**src/core/uart_fmt_pkg.sv**
```systemverilog
package uart_fmt_pkg;

  // Register byte offsets on the AXI4-Lite bus.
  localparam logic [7:0] OFF_STATUS    = 8'h00;
  localparam logic [7:0] OFF_FORMAT    = 8'h04;
  localparam logic [7:0] OFF_FEATURE   = 8'h08;
  localparam logic [7:0] OFF_FIFO_MODE = 8'h0C;
  localparam logic [7:0] OFF_EVENT     = 8'h10;
  localparam logic [7:0] OFF_MASK      = 8'h14;

  // Reset values.
  localparam logic [7:0] FORMAT_RESET  = 8'h00;
  localparam logic [7:0] FEATURE_RESET = 8'h00;
  localparam logic [6:0] EVENT_RESET   = 7'h00;
  localparam logic [6:0] MASK_RESET    = 7'h00;

  // Field positions of the line format control byte.
  localparam int FMT_DIVISOR_BIT = 7;
  localparam int FMT_BREAK_BIT   = 6;
  localparam int FMT_PARITY_MSB  = 5;
  localparam int FMT_PARITY_LSB  = 3;
  localparam int FMT_STOP_BIT    = 2;
  localparam int FMT_LEN_MSB     = 1;

  // Field positions of the enhanced feature control and FIFO mode bytes.
  localparam int FEAT_FLOW_IRQ_BIT = 4;
  localparam int FIFO_ENABLE_BIT   = 0;

  // Interrupt sources, index 0 is the highest priority.
  localparam int NUM_SRC       = 7;
  localparam int SRC_LINE      = 0;
  localparam int SRC_RXDATA    = 1;
  localparam int SRC_RXTIMEOUT = 2;
  localparam int SRC_TXEMPTY   = 3;
  localparam int SRC_MODEM     = 4;
  localparam int SRC_XOFF      = 5;
  localparam int SRC_FLOWCHG   = 6;

  // Interrupt codes shown in status bits 5 down to 0.
  localparam logic [5:0] CODE_LINE      = 6'h06;
  localparam logic [5:0] CODE_RXDATA    = 6'h04;
  localparam logic [5:0] CODE_RXTIMEOUT = 6'h0C;
  localparam logic [5:0] CODE_TXEMPTY   = 6'h02;
  localparam logic [5:0] CODE_MODEM     = 6'h00;
  localparam logic [5:0] CODE_XOFF      = 6'h10;
  localparam logic [5:0] CODE_FLOWCHG   = 6'h20;

  // Word length and stop length figures.
  localparam logic [3:0] WORD_BITS_BASE = 4'h5;
  localparam logic [2:0] STOP_HALF_ONE  = 3'h2;
  localparam logic [2:0] STOP_HALF_1P5  = 3'h3;
  localparam logic [2:0] STOP_HALF_TWO  = 3'h4;

  // AXI responses.
  localparam logic [1:0] RESP_OKAY   = 2'h0;
  localparam logic [1:0] RESP_SLVERR = 2'h2;

  typedef enum logic [2:0] {
    PAR_NONE = 3'h0,
    PAR_ODD  = 3'h1,
    PAR_EVEN = 3'h2,
    PAR_ONE  = 3'h3,
    PAR_ZERO = 3'h4
  } parity_t;

endpackage

```
**src/core/irq_sel_if.sv**
```systemverilog
`timescale 1ns/10ps
interface irq_sel_if;
  import uart_fmt_pkg::*;
  logic [NUM_SRC-1:0] pending;
  logic               found;
  logic [2:0]         index;
  logic [5:0]         code;
  modport requester (output pending, input found, input index, input code);
  modport selector  (input pending, output found, output index, output code);
endinterface

```
**src/core/irq_priority_select.sv**
```systemverilog
`timescale 1ns/10ps
module irq_priority_select
  import uart_fmt_pkg::*;
#(
  parameter int SOURCES = NUM_SRC
) (
  irq_sel_if.selector sel // Pending sources in, winning source out.
);

  // The code table below is fixed, so any other source count is refused at elaboration.
  if (SOURCES != NUM_SRC) begin : g_bad_sources
    $error("irq_priority_select serves exactly the seven defined sources");
  end

  // Fixed code per source index.
  function automatic logic [5:0] code_of(input logic [2:0] idx);
    logic [5:0] c;
    c = CODE_MODEM;
    unique case (idx)
      3'h0: c = CODE_LINE;
      3'h1: c = CODE_RXDATA;
      3'h2: c = CODE_RXTIMEOUT;
      3'h3: c = CODE_TXEMPTY;
      3'h4: c = CODE_MODEM;
      3'h5: c = CODE_XOFF;
      3'h6: c = CODE_FLOWCHG;
      default: c = CODE_MODEM;
    endcase
    return c;
  endfunction

  // Scan from the lowest priority up, so the highest pending one is left standing.
  always_comb begin
    sel.found = 1'b0;
    sel.index = 3'h0;
    for (int i = SOURCES - 1; i >= 0; i--) begin
      if (sel.pending[i]) begin
        sel.found = 1'b1;
        sel.index = 3'(i);
      end
    end
    sel.code = code_of(sel.index);
  end

endmodule

```
**src/core/uart_irq_format.sv**
```systemverilog
// What this block does
// - Status read returns code of the reported source, picked as highest pending among six levels.
// - Reported source stays reported until serviced; nothing replaces it.
// - After servicing, a re-read shows the highest level still pending.
// - Line condition is level 1, code 000110.
// - Lower sources use codes 000100, 001100, 000010, 000000, 010000.
// - CTS or RTS change is level 6, code 100000.
// - Status bits 5 and 4 report only with enhanced bit 4 set.
// - Xoff match sets bit 4; it stays until Xon arrives.
// - Status bits 2 to 0 identify levels 1, 2 and 3.
// - Status bits 7 and 6 read one with FIFOs enabled, else zero.
// - Status bit 0 is zero while pending, one when idle and at reset.
// - Format bit 7 grants access to divisor latch and enhanced registers.
// - Format bit 6 holds serial output low as break until cleared.
// - Format bits 5 to 3 select none, odd, even, forced one, forced zero.
// - Format bit 2 clear gives one stop, else 1.5 for 5-bit, 2 otherwise.
// - Format bits 1 and 0 select word length 5, 6, 7 or 8.
`timescale 1ns/10ps
module uart_irq_format
  import uart_fmt_pkg::*;
(
  input  wire logic        aclk,                // System clock, 40 MHz.
  input  wire logic        aresetn,             // Synchronous reset, active low.
  input  wire logic [7:0]  s_axi_awaddr,        // Write address.
  input  wire logic [2:0]  s_axi_awprot,        // Unused protection.
  input  wire logic        s_axi_awvalid,       // Write address valid.
  output logic             s_axi_awready,       // Write address ready.
  input  wire logic [31:0] s_axi_wdata,         // Write data.
  input  wire logic [3:0]  s_axi_wstrb,         // Write byte enables.
  input  wire logic        s_axi_wvalid,        // Write data valid.
  output logic             s_axi_wready,        // Write data ready.
  output logic [1:0]       s_axi_bresp,         // Write response.
  output logic             s_axi_bvalid,        // Write response valid.
  input  wire logic        s_axi_bready,        // Write response ready.
  input  wire logic [7:0]  s_axi_araddr,        // Read address.
  input  wire logic [2:0]  s_axi_arprot,        // Unused protection.
  input  wire logic        s_axi_arvalid,       // Read address valid.
  output logic             s_axi_arready,       // Read address ready.
  output logic [31:0]      s_axi_rdata,         // Read data.
  output logic [1:0]       s_axi_rresp,         // Read response.
  output logic             s_axi_rvalid,        // Read data valid.
  input  wire logic        s_axi_rready,        // Read data ready.
  input  wire logic        line_condition_report, // Receiver line status pending.
  input  wire logic        receive_data_event,  // Received data ready.
  input  wire logic        receive_timeout,     // Receive data time-out.
  input  wire logic        transmit_holding_empty_event, // Holding register empty.
  input  wire logic        modem_change_report, // Modem status change pending.
  input  wire logic        xoff_match,          // Pulse: matching Xoff or special seen.
  input  wire logic        xon_match,           // Pulse: matching Xon received.
  input  wire logic        flow_line_change,    // CTS or RTS change pending.
  output logic             divisor_access,      // Divisor and enhanced access open.
  output logic             tx_break,            // Hold serial output low.
  output logic [3:0]       word_bits,           // Character length in bits.
  output logic [2:0]       stop_half_bits,      // Stop length in half bit times.
  output parity_t          parity_mode,         // Parity selection.
  output logic             irq                  // Level interrupt.
);

  typedef struct packed {
    logic               aw_ready;
    logic               aw_have;
    logic [7:0]         aw_addr;
    logic               w_ready;
    logic               w_have;
    logic [7:0]         w_byte;
    logic               w_lane0;
    logic               b_valid;
    logic [1:0]         b_resp;
    logic               ar_ready;
    logic               r_valid;
    logic [31:0]        r_data;
    logic [1:0]         r_resp;
    logic [7:0]         format;
    logic [7:0]         feature;
    logic               fifo_on;
    logic [NUM_SRC-1:0] event_flags;
    logic [NUM_SRC-1:0] event_mask;
    logic [NUM_SRC-1:0] prev_pending;
    logic               xoff_flag;
    logic               held_valid;
    logic [2:0]         held_index;
    logic [5:0]         held_code;
    logic               tx_break;
    logic               divisor_access;
    logic [3:0]         word_bits;
    logic [2:0]         stop_half_bits;
    parity_t            parity_mode;
    logic               irq;
  } state_t;

  state_t st;
  state_t next_st;

  irq_sel_if sel_bus ();

  logic [NUM_SRC-1:0] pending;
  logic [7:0]         status_byte;

  irq_priority_select #(
    .SOURCES (NUM_SRC)
  ) u_select (
    .sel (sel_bus.selector)
  );

  // Flow-related sources only exist while the enhanced feature bit is set.
  always_comb begin
    pending                = '0;
    pending[SRC_LINE]      = line_condition_report;
    pending[SRC_RXDATA]    = receive_data_event;
    pending[SRC_RXTIMEOUT] = receive_timeout;
    pending[SRC_TXEMPTY]   = transmit_holding_empty_event;
    pending[SRC_MODEM]     = modem_change_report;
    pending[SRC_XOFF]      = st.xoff_flag && st.feature[FEAT_FLOW_IRQ_BIT];
    pending[SRC_FLOWCHG]   = flow_line_change && st.feature[FEAT_FLOW_IRQ_BIT];
  end

  assign sel_bus.pending = pending;

  // Status byte as the host reads it; the low code bit always reads the idle flag.
  always_comb begin
    status_byte      = 8'h00;
    status_byte[7:6] = {2{st.fifo_on}};
    status_byte[5:1] = st.held_valid ? st.held_code[5:1] : 5'h00;
    status_byte[0]   = !st.held_valid;
  end

  // Format field decode; 001 is taken as forced one since its row is more specific.
  function automatic parity_t decode_parity(input logic [2:0] f);
    parity_t p;
    p = PAR_NONE;
    if (!f[0]) begin
      p = PAR_NONE;
    end else if (f == 3'h1) begin
      p = PAR_ONE;
    end else if (!f[1]) begin
      p = PAR_ODD;
    end else if (!f[2]) begin
      p = PAR_EVEN;
    end else begin
      p = PAR_ZERO;
    end
    return p;
  endfunction

  // Next-state logic for the bus slave, registers and interrupt tracking.
  always_comb begin
    logic [NUM_SRC-1:0] clear_bits;
    logic               do_write;
    logic               wr_ok;
    clear_bits = '0;
    do_write   = 1'b0;
    wr_ok      = 1'b0;
    next_st    = st;

    // Address and data are taken independently, in either order.
    if (s_axi_awvalid && st.aw_ready) begin
      next_st.aw_have = 1'b1;
      next_st.aw_addr = s_axi_awaddr;
    end
    if (s_axi_wvalid && st.w_ready) begin
      next_st.w_have  = 1'b1;
      next_st.w_byte  = s_axi_wdata[7:0];
      next_st.w_lane0 = s_axi_wstrb[0];
    end
    if (st.b_valid && s_axi_bready) begin
      next_st.b_valid = 1'b0;
    end

    // Perform the write once both halves are held and no response is outstanding.
    if (st.aw_have && st.w_have && !st.b_valid) begin
      do_write        = 1'b1;
      next_st.aw_have = 1'b0;
      next_st.w_have  = 1'b0;
      next_st.b_valid = 1'b1;
      wr_ok           = 1'b1;
      unique case (st.aw_addr)
        OFF_FORMAT: begin
          if (st.w_lane0) begin
            next_st.format = st.w_byte;
          end
        end
        OFF_FEATURE: begin
          // Enhanced registers are writable only while the access bit is set.
          if (st.w_lane0 && st.format[FMT_DIVISOR_BIT]) begin
            next_st.feature = st.w_byte;
          end
        end
        OFF_FIFO_MODE: begin
          if (st.w_lane0) begin
            next_st.fifo_on = st.w_byte[FIFO_ENABLE_BIT];
          end
        end
        OFF_EVENT: begin
          if (st.w_lane0) begin
            clear_bits = st.w_byte[NUM_SRC-1:0];
          end
        end
        OFF_MASK: begin
          if (st.w_lane0) begin
            next_st.event_mask = st.w_byte[NUM_SRC-1:0];
          end
        end
        OFF_STATUS: begin
          wr_ok = 1'b1;
        end
        default: begin
          wr_ok = 1'b0;
        end
      endcase
      next_st.b_resp = wr_ok ? RESP_OKAY : RESP_SLVERR;
    end
    next_st.aw_ready = !next_st.aw_have && !(do_write || st.b_valid) && !next_st.b_valid;
    next_st.w_ready  = !next_st.w_have && !next_st.b_valid;

    // Reads answer one cycle after the address is taken; reading has no side effect.
    if (st.r_valid && s_axi_rready) begin
      next_st.r_valid = 1'b0;
    end
    if (s_axi_arvalid && st.ar_ready) begin
      next_st.r_valid = 1'b1;
      next_st.r_resp  = RESP_OKAY;
      next_st.r_data  = 32'h0000_0000;
      unique case (s_axi_araddr)
        OFF_STATUS:    next_st.r_data[7:0] = status_byte;
        OFF_FORMAT:    next_st.r_data[7:0] = st.format;
        OFF_FEATURE: begin
          if (st.format[FMT_DIVISOR_BIT]) begin
            next_st.r_data[7:0] = st.feature;
          end
        end
        OFF_FIFO_MODE: next_st.r_data[FIFO_ENABLE_BIT] = st.fifo_on;
        OFF_EVENT:     next_st.r_data[NUM_SRC-1:0] = st.event_flags;
        OFF_MASK:      next_st.r_data[NUM_SRC-1:0] = st.event_mask;
        default:       next_st.r_resp = RESP_SLVERR;
      endcase
    end
    next_st.ar_ready = !next_st.r_valid;

    // Xoff flag: a match sets it and only an Xon match clears it; set wins.
    if (xon_match) begin
      next_st.xoff_flag = 1'b0;
    end
    if (xoff_match) begin
      next_st.xoff_flag = 1'b1;
    end

    // Keep the reported source while it is still pending; re-pick only once serviced.
    if (st.held_valid && pending[st.held_index]) begin
      next_st.held_valid = 1'b1;
    end else if (sel_bus.found) begin
      next_st.held_valid = 1'b1;
      next_st.held_index = sel_bus.index;
      next_st.held_code  = sel_bus.code;
    end else begin
      next_st.held_valid = 1'b0;
    end

    // Sticky event bits on a source becoming pending; a new event beats the clear.
    next_st.prev_pending = pending;
    next_st.event_flags  = (st.event_flags & ~clear_bits) | (pending & ~st.prev_pending);
    next_st.irq          = |(next_st.event_flags & next_st.event_mask);

    // Line format outputs, registered from the next format byte.
    next_st.divisor_access = next_st.format[FMT_DIVISOR_BIT];
    next_st.tx_break       = next_st.format[FMT_BREAK_BIT];
    next_st.word_bits      = WORD_BITS_BASE + {2'b00, next_st.format[FMT_LEN_MSB:0]};
    if (!next_st.format[FMT_STOP_BIT]) begin
      next_st.stop_half_bits = STOP_HALF_ONE;
    end else if (next_st.format[FMT_LEN_MSB:0] == 2'b00) begin
      next_st.stop_half_bits = STOP_HALF_1P5;
    end else begin
      next_st.stop_half_bits = STOP_HALF_TWO;
    end
    next_st.parity_mode = decode_parity(next_st.format[FMT_PARITY_MSB:FMT_PARITY_LSB]);
  end

  // Single state register; every output below is a field of it.
  always_ff @(posedge aclk) begin
    if (!aresetn) begin
      st                <= '0;
      st.format         <= FORMAT_RESET;
      st.feature        <= FEATURE_RESET;
      st.event_flags    <= EVENT_RESET;
      st.event_mask     <= MASK_RESET;
      st.b_resp         <= RESP_OKAY;
      st.r_resp         <= RESP_OKAY;
      st.aw_ready       <= 1'b1;
      st.w_ready        <= 1'b1;
      st.ar_ready       <= 1'b1;
      st.word_bits      <= WORD_BITS_BASE;
      st.stop_half_bits <= STOP_HALF_ONE;
      st.parity_mode    <= PAR_NONE;
    end else begin
      st <= next_st;
    end
  end

  assign s_axi_awready  = st.aw_ready;
  assign s_axi_wready   = st.w_ready;
  assign s_axi_bresp    = st.b_resp;
  assign s_axi_bvalid   = st.b_valid;
  assign s_axi_arready  = st.ar_ready;
  assign s_axi_rdata    = st.r_data;
  assign s_axi_rresp    = st.r_resp;
  assign s_axi_rvalid   = st.r_valid;
  assign divisor_access = st.divisor_access;
  assign tx_break       = st.tx_break;
  assign word_bits      = st.word_bits;
  assign stop_half_bits = st.stop_half_bits;
  assign parity_mode    = st.parity_mode;
  assign irq            = st.irq;

endmodule

```
**config.mk**
```make
export PLATFORM = sky130hd
export DESIGN_NAME = uart_irq_format
export DESIGN_NICKNAME = d
export VERILOG_FILES = /design/src/core/uart_fmt_pkg.sv /design/src/core/irq_sel_if.sv /design/src/core/irq_priority_select.sv /design/src/core/uart_irq_format.sv
export SDC_FILE = /design/constraint.sdc
export NUM_CORES = 1
export LEC_CHECK = 0
export BUFFER_PORTS_ARGS = -buffer_cell sky130_fd_sc_hd__buf_2
export CAP_MARGIN = 25
export CORE_ASPECT_RATIO = 1.5
export CORE_MARGIN = 1
export CORE_UTILIZATION = 52
export DETAILED_ROUTE_END_ITERATION = 10
export MAX_ROUTING_LAYER = met4
export PLACE_DENSITY = 0.8
export SLEW_MARGIN = 20
export SYNTH_ARGS = -nofsm -noshare
export SYNTH_HDL_FRONTEND = slang
export SYNTH_HIERARCHICAL = 1
export SYNTH_SLANG_ARGS = --single-unit
```
**constraint.sdc**
```tcl
create_clock -name aclk -period 2.4 [get_ports aclk]
set_input_delay 0.24 -clock aclk [delete_from_list [all_inputs] [get_ports aclk]]
set_output_delay 0.24 -clock aclk [all_outputs]
set_load 0.01 [all_outputs]
```
# ---- Word-level counts from Yosys, hierarchy flattened
# Cells that the tools add are included.
dict set report op_classes {
  add_sub_neg 1
  n_lt_le_gt_ge 1
  n_eq_ne 16
  muxes 56
  bitwise_logic 10
  n_reduce_logical 36
}
# operator count
set op_table {}
lappend op_table {{$mux 7} 6}
lappend op_table {{$mux 8} 5}
lappend op_table {{$pmux 6 s6} 1}
lappend op_table {{$mux 35} 1}
lappend op_table {{$eq 8x4->1 const B} 4}
lappend op_table {{$eq 8x5->1 const B} 4}
lappend op_table {{$mux 3} 10}
lappend op_table {{$pmux 6 s5} 1}
lappend op_table {{$and 7x7->7} 3}
lappend op_table {{$mux 1} 21}
lappend op_table {{$mux 17} 1}
lappend op_table {{$eq 8x3->1 const B} 2}
lappend op_table {{$logic_not 8->1} 2}
lappend op_table {{$logic_and 1x1->1} 14}
lappend op_table {{$not 7->7} 2}
lappend op_table {{$reduce_or 6->1} 2}
lappend op_table {{$mux 10} 1}
lappend op_table {{$mux 9} 1}
lappend op_table {{$mux 2} 4}
lappend op_table {{$logic_not 1->1} 7}
lappend op_table {{$or 7x7->7} 1}
lappend op_table {{$reduce_or 7->1} 1}
lappend op_table {{$eq 3x1->1 const B} 2}
lappend op_table {{$eq 3x2->1 const B} 2}
lappend op_table {{15 further kinds} 22}
dict set report totals {
  reg_bits 98
  in_bits 73
  elab_cells 150
}

# ---- Logic depth before layout (Yosys ltp)
# Gate-level depths: netlist of run 1.
dict set report depth {
  word_depth 10
  ltp_mapped 8
  ltp_nobuf 8
}

# ---- Modules after synthesis
# The synthesis of run 1 kept the hierarchy.
# mod instances cells_per_inst area_each_um2 seq_area_each_um2
set modules_own_cells {}
lappend modules_own_cells {uart_irq_format 1 461 4140.2 1861.8}
lappend modules_own_cells {irq_priority_select 1 21 133.9 0.0}

# ---- Worst setup path after synthesis of run 1
# Ideal clock, no wire load.
dict set report synth_path {
  path_type {register to register}
  start {register st[118] (netlist bit)}
  end {register, netlist name word_bits[1]}
  setup_time_ps 115
  arrival_time_ps 1878
  required_ps 2285
  slack_ps 407
  stages_incl_launch_ff 7
  n_path_buf 0
  synth_period_minus_slack_ps 1993
  cell_sequence {dfxtp_1 -> or4_4 -> nor4_4 -> nand3b_1 -> a21oi_1 -> ha_1 -> and2_1}
}
# item line_no
set synth_rtl {}
lappend synth_rtl {{from (decl)} uart_irq_format.sv:91} ;# state_t st;
lappend synth_rtl {{from (signal assigned)} uart_irq_format.sv:294} ;# st <= next_st;

==> impl_metrics.tcl, run 1 <==
set metrics [dict create \
    status "completed" \
    critical_path_class "reg2reg" \
    slowest_stage "or4_4" \
    grt_start_max_net_pins 41 \
    dp.cells 620 \
    synth_area_sq_um 4263 \
    fin_cells 634 \
    grt_overflow_total 0 \
    synth.avg_cell_area_sq_um 8.881 \
    n_fill_cell 693 \
    wl_per_cell_um 14.26 \
    cts_setup_buffers 0 \
    grt_pass1_wl_um 15010 \
    via_count 3322 \
    met2_length_um 4754 \
    antenna_found_initial 0 \
    clkLatencyLatePin_ns 0.34 \
    grt_pass1_vias 3235 \
    fmax_ghz 0.4525 \
    hold_viol_final 0 \
    dr_wl_met3_um 394 \
    cellLeakagePower_nw 2.218 \
    dr.first_iter.drc_count 194 \
    area_delta_synth_final_pct 10.89 \
    finalSetupTns_ns 0 \
    crit_fanout 3 \
    r2r_slack_ns 0.19 \
    max_stage_delay_ns 0.57 \
    cts_max_path_buffers 2 \
    clk_pin_slew_ns 0.06 \
    cts_tree "done" \
    slew_headroom_pct 60.48 \
    min_path_type "in2reg" \
    die_area_sq_um 8571 \
    dp_hpwl_um 6633 \
    die_x_um 75.93 \
    tightestPinTransition_ns 0.5893 \
    max-vdd-ir-drop_mv 0.7035 \
    p_per_area_nw_per_um2 704.0 \
    skew_ns 0.007959 \
    cts_hold_repair.buffers 0 \
    critPathCaptureType "register" \
    crit_required_ns 2.63 \
    postSynthCellCount 480 \
    avgViaCountPerCell 5.240 \
    seq_area_sq_um 1862 \
    timing.final.crit_share_pct 92.07 \
    h-tree-depth 3 \
    io_pins 127 \
    core-area_sq_um 7958 \
    top_layer_used "met4" \
    gp_congestion 0.8197 \
    nets 601 \
    grt_usage_pct 22.99 \
    drive_gt1_share_pct 19.85 \
    multi_input_area_sq_um 2001 \
    cts_inserted_buffers 9 \
    first_pass_iters 4 \
    start_kind "register" \
    route.detailed.drc 0 \
    cts_resized 0 \
    antennaDiodeCount 0 \
    grt_setup_unrepaired "false" \
    wl_um 9043 \
    die_y_um 112.9 \
    worstPathCellList "or4_4, nor4_4, nand3b_1, a21oi_1, ha_1, and2_1" \
    portBuffers 67 \
    cap_violations 0 \
    slew_violations 0 \
    drtAntennaViolNets 0 \
    setup_viol 0 \
    period_needed_ns 2.210 \
    fp-row-count 40 \
    cts.sinks 93 \
    ys.warnings.count 6 \
    worstPathArrival_ns 2.44 \
    wl_met1_um 3570 \
    start_util_pct 53.57 \
    cts_root_buffer "clkbuf_16" \
]
==> flip-flops by register name, summed over array words and instances, names as in the netlist, 3 cells and up <==
signal and count:
word_bits 4, parity_mode 3, stop_half_bits 3, st 67
s_axi_rdata 8
==> metal layers <==
metal	up-vias	GRT usage (%)
met5	-	-
met2	101	40.12
li1	1656	-
met3	25	4.516
met1	1540	24.34
met4	0	12.69
==> metrics by stage <==
| step | cell area (sq um) | utilization, % | hold WS, ns | total power (W) | worst slack (ns) |
|---|---|---|---|---|---|
| 2_1_floorplan | 4357 | - | 0.3574 | 0.001927 | 0.4071 |
| 3_3_place_gp | 4442 | 55.82 | 0.4381 | 0.001985 | 0.1765 |
| 3_5_place_dp | 4442 | 55.82 | 0.4480 | 0.001995 | 0.1110 |
| 4_1_cts | 4723 | 59.36 | 0.1181 | 0.003345 | 0.07856 |
| 5_1_grt | 4727 | 59.40 | 0.1231 | 0.003468 | 0.02292 |
| 6_report | 4727 | 59.40 | 0.1168 | 0.003328 | 0.1902 |
==> power breakdown <==
part | switching (W) | internal [W]
clock | 0.000538 | 0.000822
sequential | 0.0000531 | 0.00161
combinational | 0.000182 | 0.000126
total | 0.000774 | 0.00255
==> cells in the final DEF (no fill, tap or decap), drive strengths merged, types with 4 or more instances in the layout <==
cell type and count:
inv 21, mux2 6, conb 26, a21oi 30, o21ai 12, buf 72, nand3b 4, clkbuf 12
and2 21, a221oi 10, nor2 45, nor3 4, o21a 4, nor2b 7, nand2 69, mux2i 34
dfxtp 93
==> worst paths after layout <==
path                                    start                           to  cells after the start
setup / recovery         st[118]$_SDFFE_PN0P_      word_bits[1]$_SDFF_PN0_                      6
hold / removal                     xoff_match          st[23]$_SDFFE_PN0P_                      3
setup reg to reg         st[118]$_SDFFE_PN0P_      word_bits[1]$_SDFF_PN0_                      6
hold reg to reg   s_axi_rdata[7]$_SDFFE_PN0P_  s_axi_rdata[7]$_SDFFE_PN0P_                      2
==> critical path, delay by kind of cell, from the launching register on <==
kind                     cells  cell delay, ns
adder cells (fa/ha/maj)      1            0.27
AO/OA/AOI/OAI                1            0.28
AND/OR/NAND/NOR              4            1.22
flip-flops                   1            0.33
==> area by class of cell <==
cell class	instances	share of cell area (%)
inverter	21	1.668
clock buffer	12	5.214
tap	105	2.779
clock inverter	2	0.7411
sequential	93	39.39
timing repair buffer	72	7.888
multi-input combinational	329	42.32
No activity file was read; power rests on OpenSTA's default activity.
==> inputs of run 2 (changes only) <==
--- a/config.mk
+++ b/config.mk
@@ -5,9 +5,10 @@
 export SDC_FILE = /design/constraint.sdc
 export NUM_CORES = 1
 export LEC_CHECK = 0
+export ABC_AREA = 1
 export BUFFER_PORTS_ARGS = -buffer_cell sky130_fd_sc_hd__buf_2
 export CAP_MARGIN = 25
-export CORE_ASPECT_RATIO = 1.5
+export CORE_ASPECT_RATIO = 1.2
 export CORE_MARGIN = 1
 export CORE_UTILIZATION = 52
 export DETAILED_ROUTE_END_ITERATION = 10
==> run 2 against run 1 <==
Net effect: worst setup slack better by 0.46 ns; sequential cell count unchanged; critical endpoint is now st[47]$_SDFFE_PN0P_; largest cell class unchanged; final cell count up 26%; synthesized cell count up 31%; area after synthesis up 4.1%; total power down 10%.
==> impl_metrics.tcl, run 2 <==
set metrics [dict create \
    status "completed" \
    skew_ns 0.01054 \
    n_fill_cell 783 \
    total_power_w 0.002988 \
    slowest_stage "nor3_2" \
    tightestPinTransition_ns 0.5860 \
    ys.warnings.count 6 \
    cts_resized 0 \
    grt_pass1_vias 3532 \
    dp_hpwl_um 7096 \
    route.detailed.drc 0 \
    die_y_um 103.2 \
    fp-row-count 36 \
    slew_violations 0 \
    start_kind "register" \
    final_cell_mix "nand2_1 (158), dfxtp_1 (93), nor2_1 (83)" \
    wl_per_cell_um 11.76 \
    antennaDiodeCount 0 \
    regMostFlops "st" \
    antenna_found_initial 0 \
    io_pins 127 \
    die_x_um 86.32 \
    synth.avg_cell_area_sq_um 7.031 \
    cts_root_buffer "clkbuf_8" \
    timing.rr.start "st[118]$_SDFFE_PN0P_" \
    postSynthCellCount 631 \
    whs_path_depth 3 \
    max-vdd-ir-drop_mv 0.3629 \
    top_layer_used "met4" \
    setup_viol 0 \
    seq_area_sq_um 1862 \
    wl_um 9374 \
    period_needed_ns 1.754 \
    core-area_sq_um 8198 \
    worstPathArrival_ns 2.01 \
    max_stage_delay_ns 0.36 \
    hold_viol_final 0 \
    min_path_type "in2reg" \
    slew_headroom_pct 60.79 \
    synth_area_sq_um 4437 \
    dp.cells 781 \
    area_delta_synth_final_pct 8.432 \
    r2r_slack_ns 0.65 \
    h-tree-depth 3 \
    hp-start "xoff_match" \
    grt_overflow_total 0 \
    grt_usage_pct 23.35 \
    crit_required_ns 2.65 \
    cap_violations 0 \
    largest_reg_flops 67 \
    drive_gt1_share_pct 17.57 \
    met2_length_um 4444 \
    via_count 3840 \
    clk_pin_slew_ns 0.09 \
    wl_met1_um 4232 \
    grt_start_max_net_pins 37 \
    cts_setup_buffers 0 \
    hold_path_end "st[23]$_SDFFE_PN0P_" \
    reg2reg_depth 6 \
    grt_setup_unrepaired "false" \
    grt_pass1_wl_um 15550 \
    fin_cells 797 \
    crit_fanout 12 \
    first_pass_iters 4 \
    cts_max_path_buffers 2 \
    avgViaCountPerCell 4.818 \
    clkLatencyLatePin_ns 0.37 \
    cts_tree "done" \
    timing.final.crit_share_pct 73.08 \
    fmax_ghz 0.5701 \
    final_common_cell "nand2_1" \
    multi_input_area_sq_um 1996 \
    worstPathCellList "nor2_1, nand3_2, nor3_2, nand2_1, o21ai_0, a21oi_1" \
    finalSetupTns_ns 0 \
    die_area_sq_um 8907 \
    cts_inserted_buffers 9 \
    dr.first_iter.drc_count 191 \
    start_util_pct 54.12 \
    cellLeakagePower_nw 2.361 \
    drtAntennaViolNets 0 \
    reg2reg_to "st[47]$_SDFFE_PN0P_" \
    nets 753 \
    cts.sinks 93 \
    cts_hold_repair.buffers 0 \
    dr_wl_met3_um 487 \
    critPathCaptureType "register" \
    critical_path_class "reg2reg" \
    p_per_area_nw_per_um2 621.1 \
    portBuffers 67 \
    gp_congestion 0.8821 \
]
-- run 2: cell type report --
type	count	share of cell area, %
clock buffers	11	2.939
clock inverters	5	0.7282
inverters	73	5.748
multi-input cells	431	41.48
flip-flops and latches	93	38.70
well taps	114	2.965
repair buffers	70	7.438
-- run 2: worst max-delay path by stage --
stage | startpoint | end | slack [ns] | cells after the start
after floorplan | st[114]$_SDFFE_PN0P_ | word_bits[1]$_SDFF_PN0_ | 0.86 | 11
after global placement | st[118]$_SDFFE_PN0P_ | st[46]$_SDFFE_PN0P_ | 0.71 | 6
after detailed placement | st[118]$_SDFFE_PN0P_ | st[47]$_SDFFE_PN0P_ | 0.65 | 6
after CTS | st[118]$_SDFFE_PN0P_ | st[47]$_SDFFE_PN0P_ | 0.64 | 6
after global routing | st[118]$_SDFFE_PN0P_ | st[46]$_SDFFE_PN0P_ | 0.45 | 6
final | st[118]$_SDFFE_PN0P_ | st[47]$_SDFFE_PN0P_ | 0.65 | 6
-- run 2: routing by layer --
layer | GRT usage, % | vias to the layer above
li1 | - | 1999
met1 | 27.20 | 1706
met2 | 39.32 | 116
met3 | 4.921 | 19
met4 | 9.744 | 0
met5 | - | -
-- run 2: per-stage QoR --
| step | instance area, sq um | utilization (%) | hold slack (ns) | setup WS (ns) |
|---|---|---|---|---|
| 6_report | 4811 | 58.68 | 0.07439 | 0.6460 |
| 5_1_grt | 4811 | 58.68 | 0.07565 | 0.4532 |
| 4_1_cts | 4811 | 58.68 | 0.07282 | 0.6385 |
| 3_5_place_dp | 4634 | 56.53 | 0.4417 | 0.6476 |
| 3_3_place_gp | 4634 | 56.53 | 0.4369 | 0.7092 |
| 2_1_floorplan | 4531 | - | 0.3335 | 0.8608 |
-- run 2: report_power, final --
part,total (W),internal [W],leakage (nW),switching (W)
Sequential,0.00168,0.00162,0.762,0.0000607
Clock,0.000964,0.000407,0.0897,0.000556
Combinational,0.000346,0.000117,1.51,0.000228
Total,0.00299,0.00214,2.36,0.000845
-- run 2: worst max-delay path: cells and delay by family, from the launching register on --
kind            cells  cell delay, ns
simple gates        4            1.02
flops               1            0.32
compound gates      2            0.32
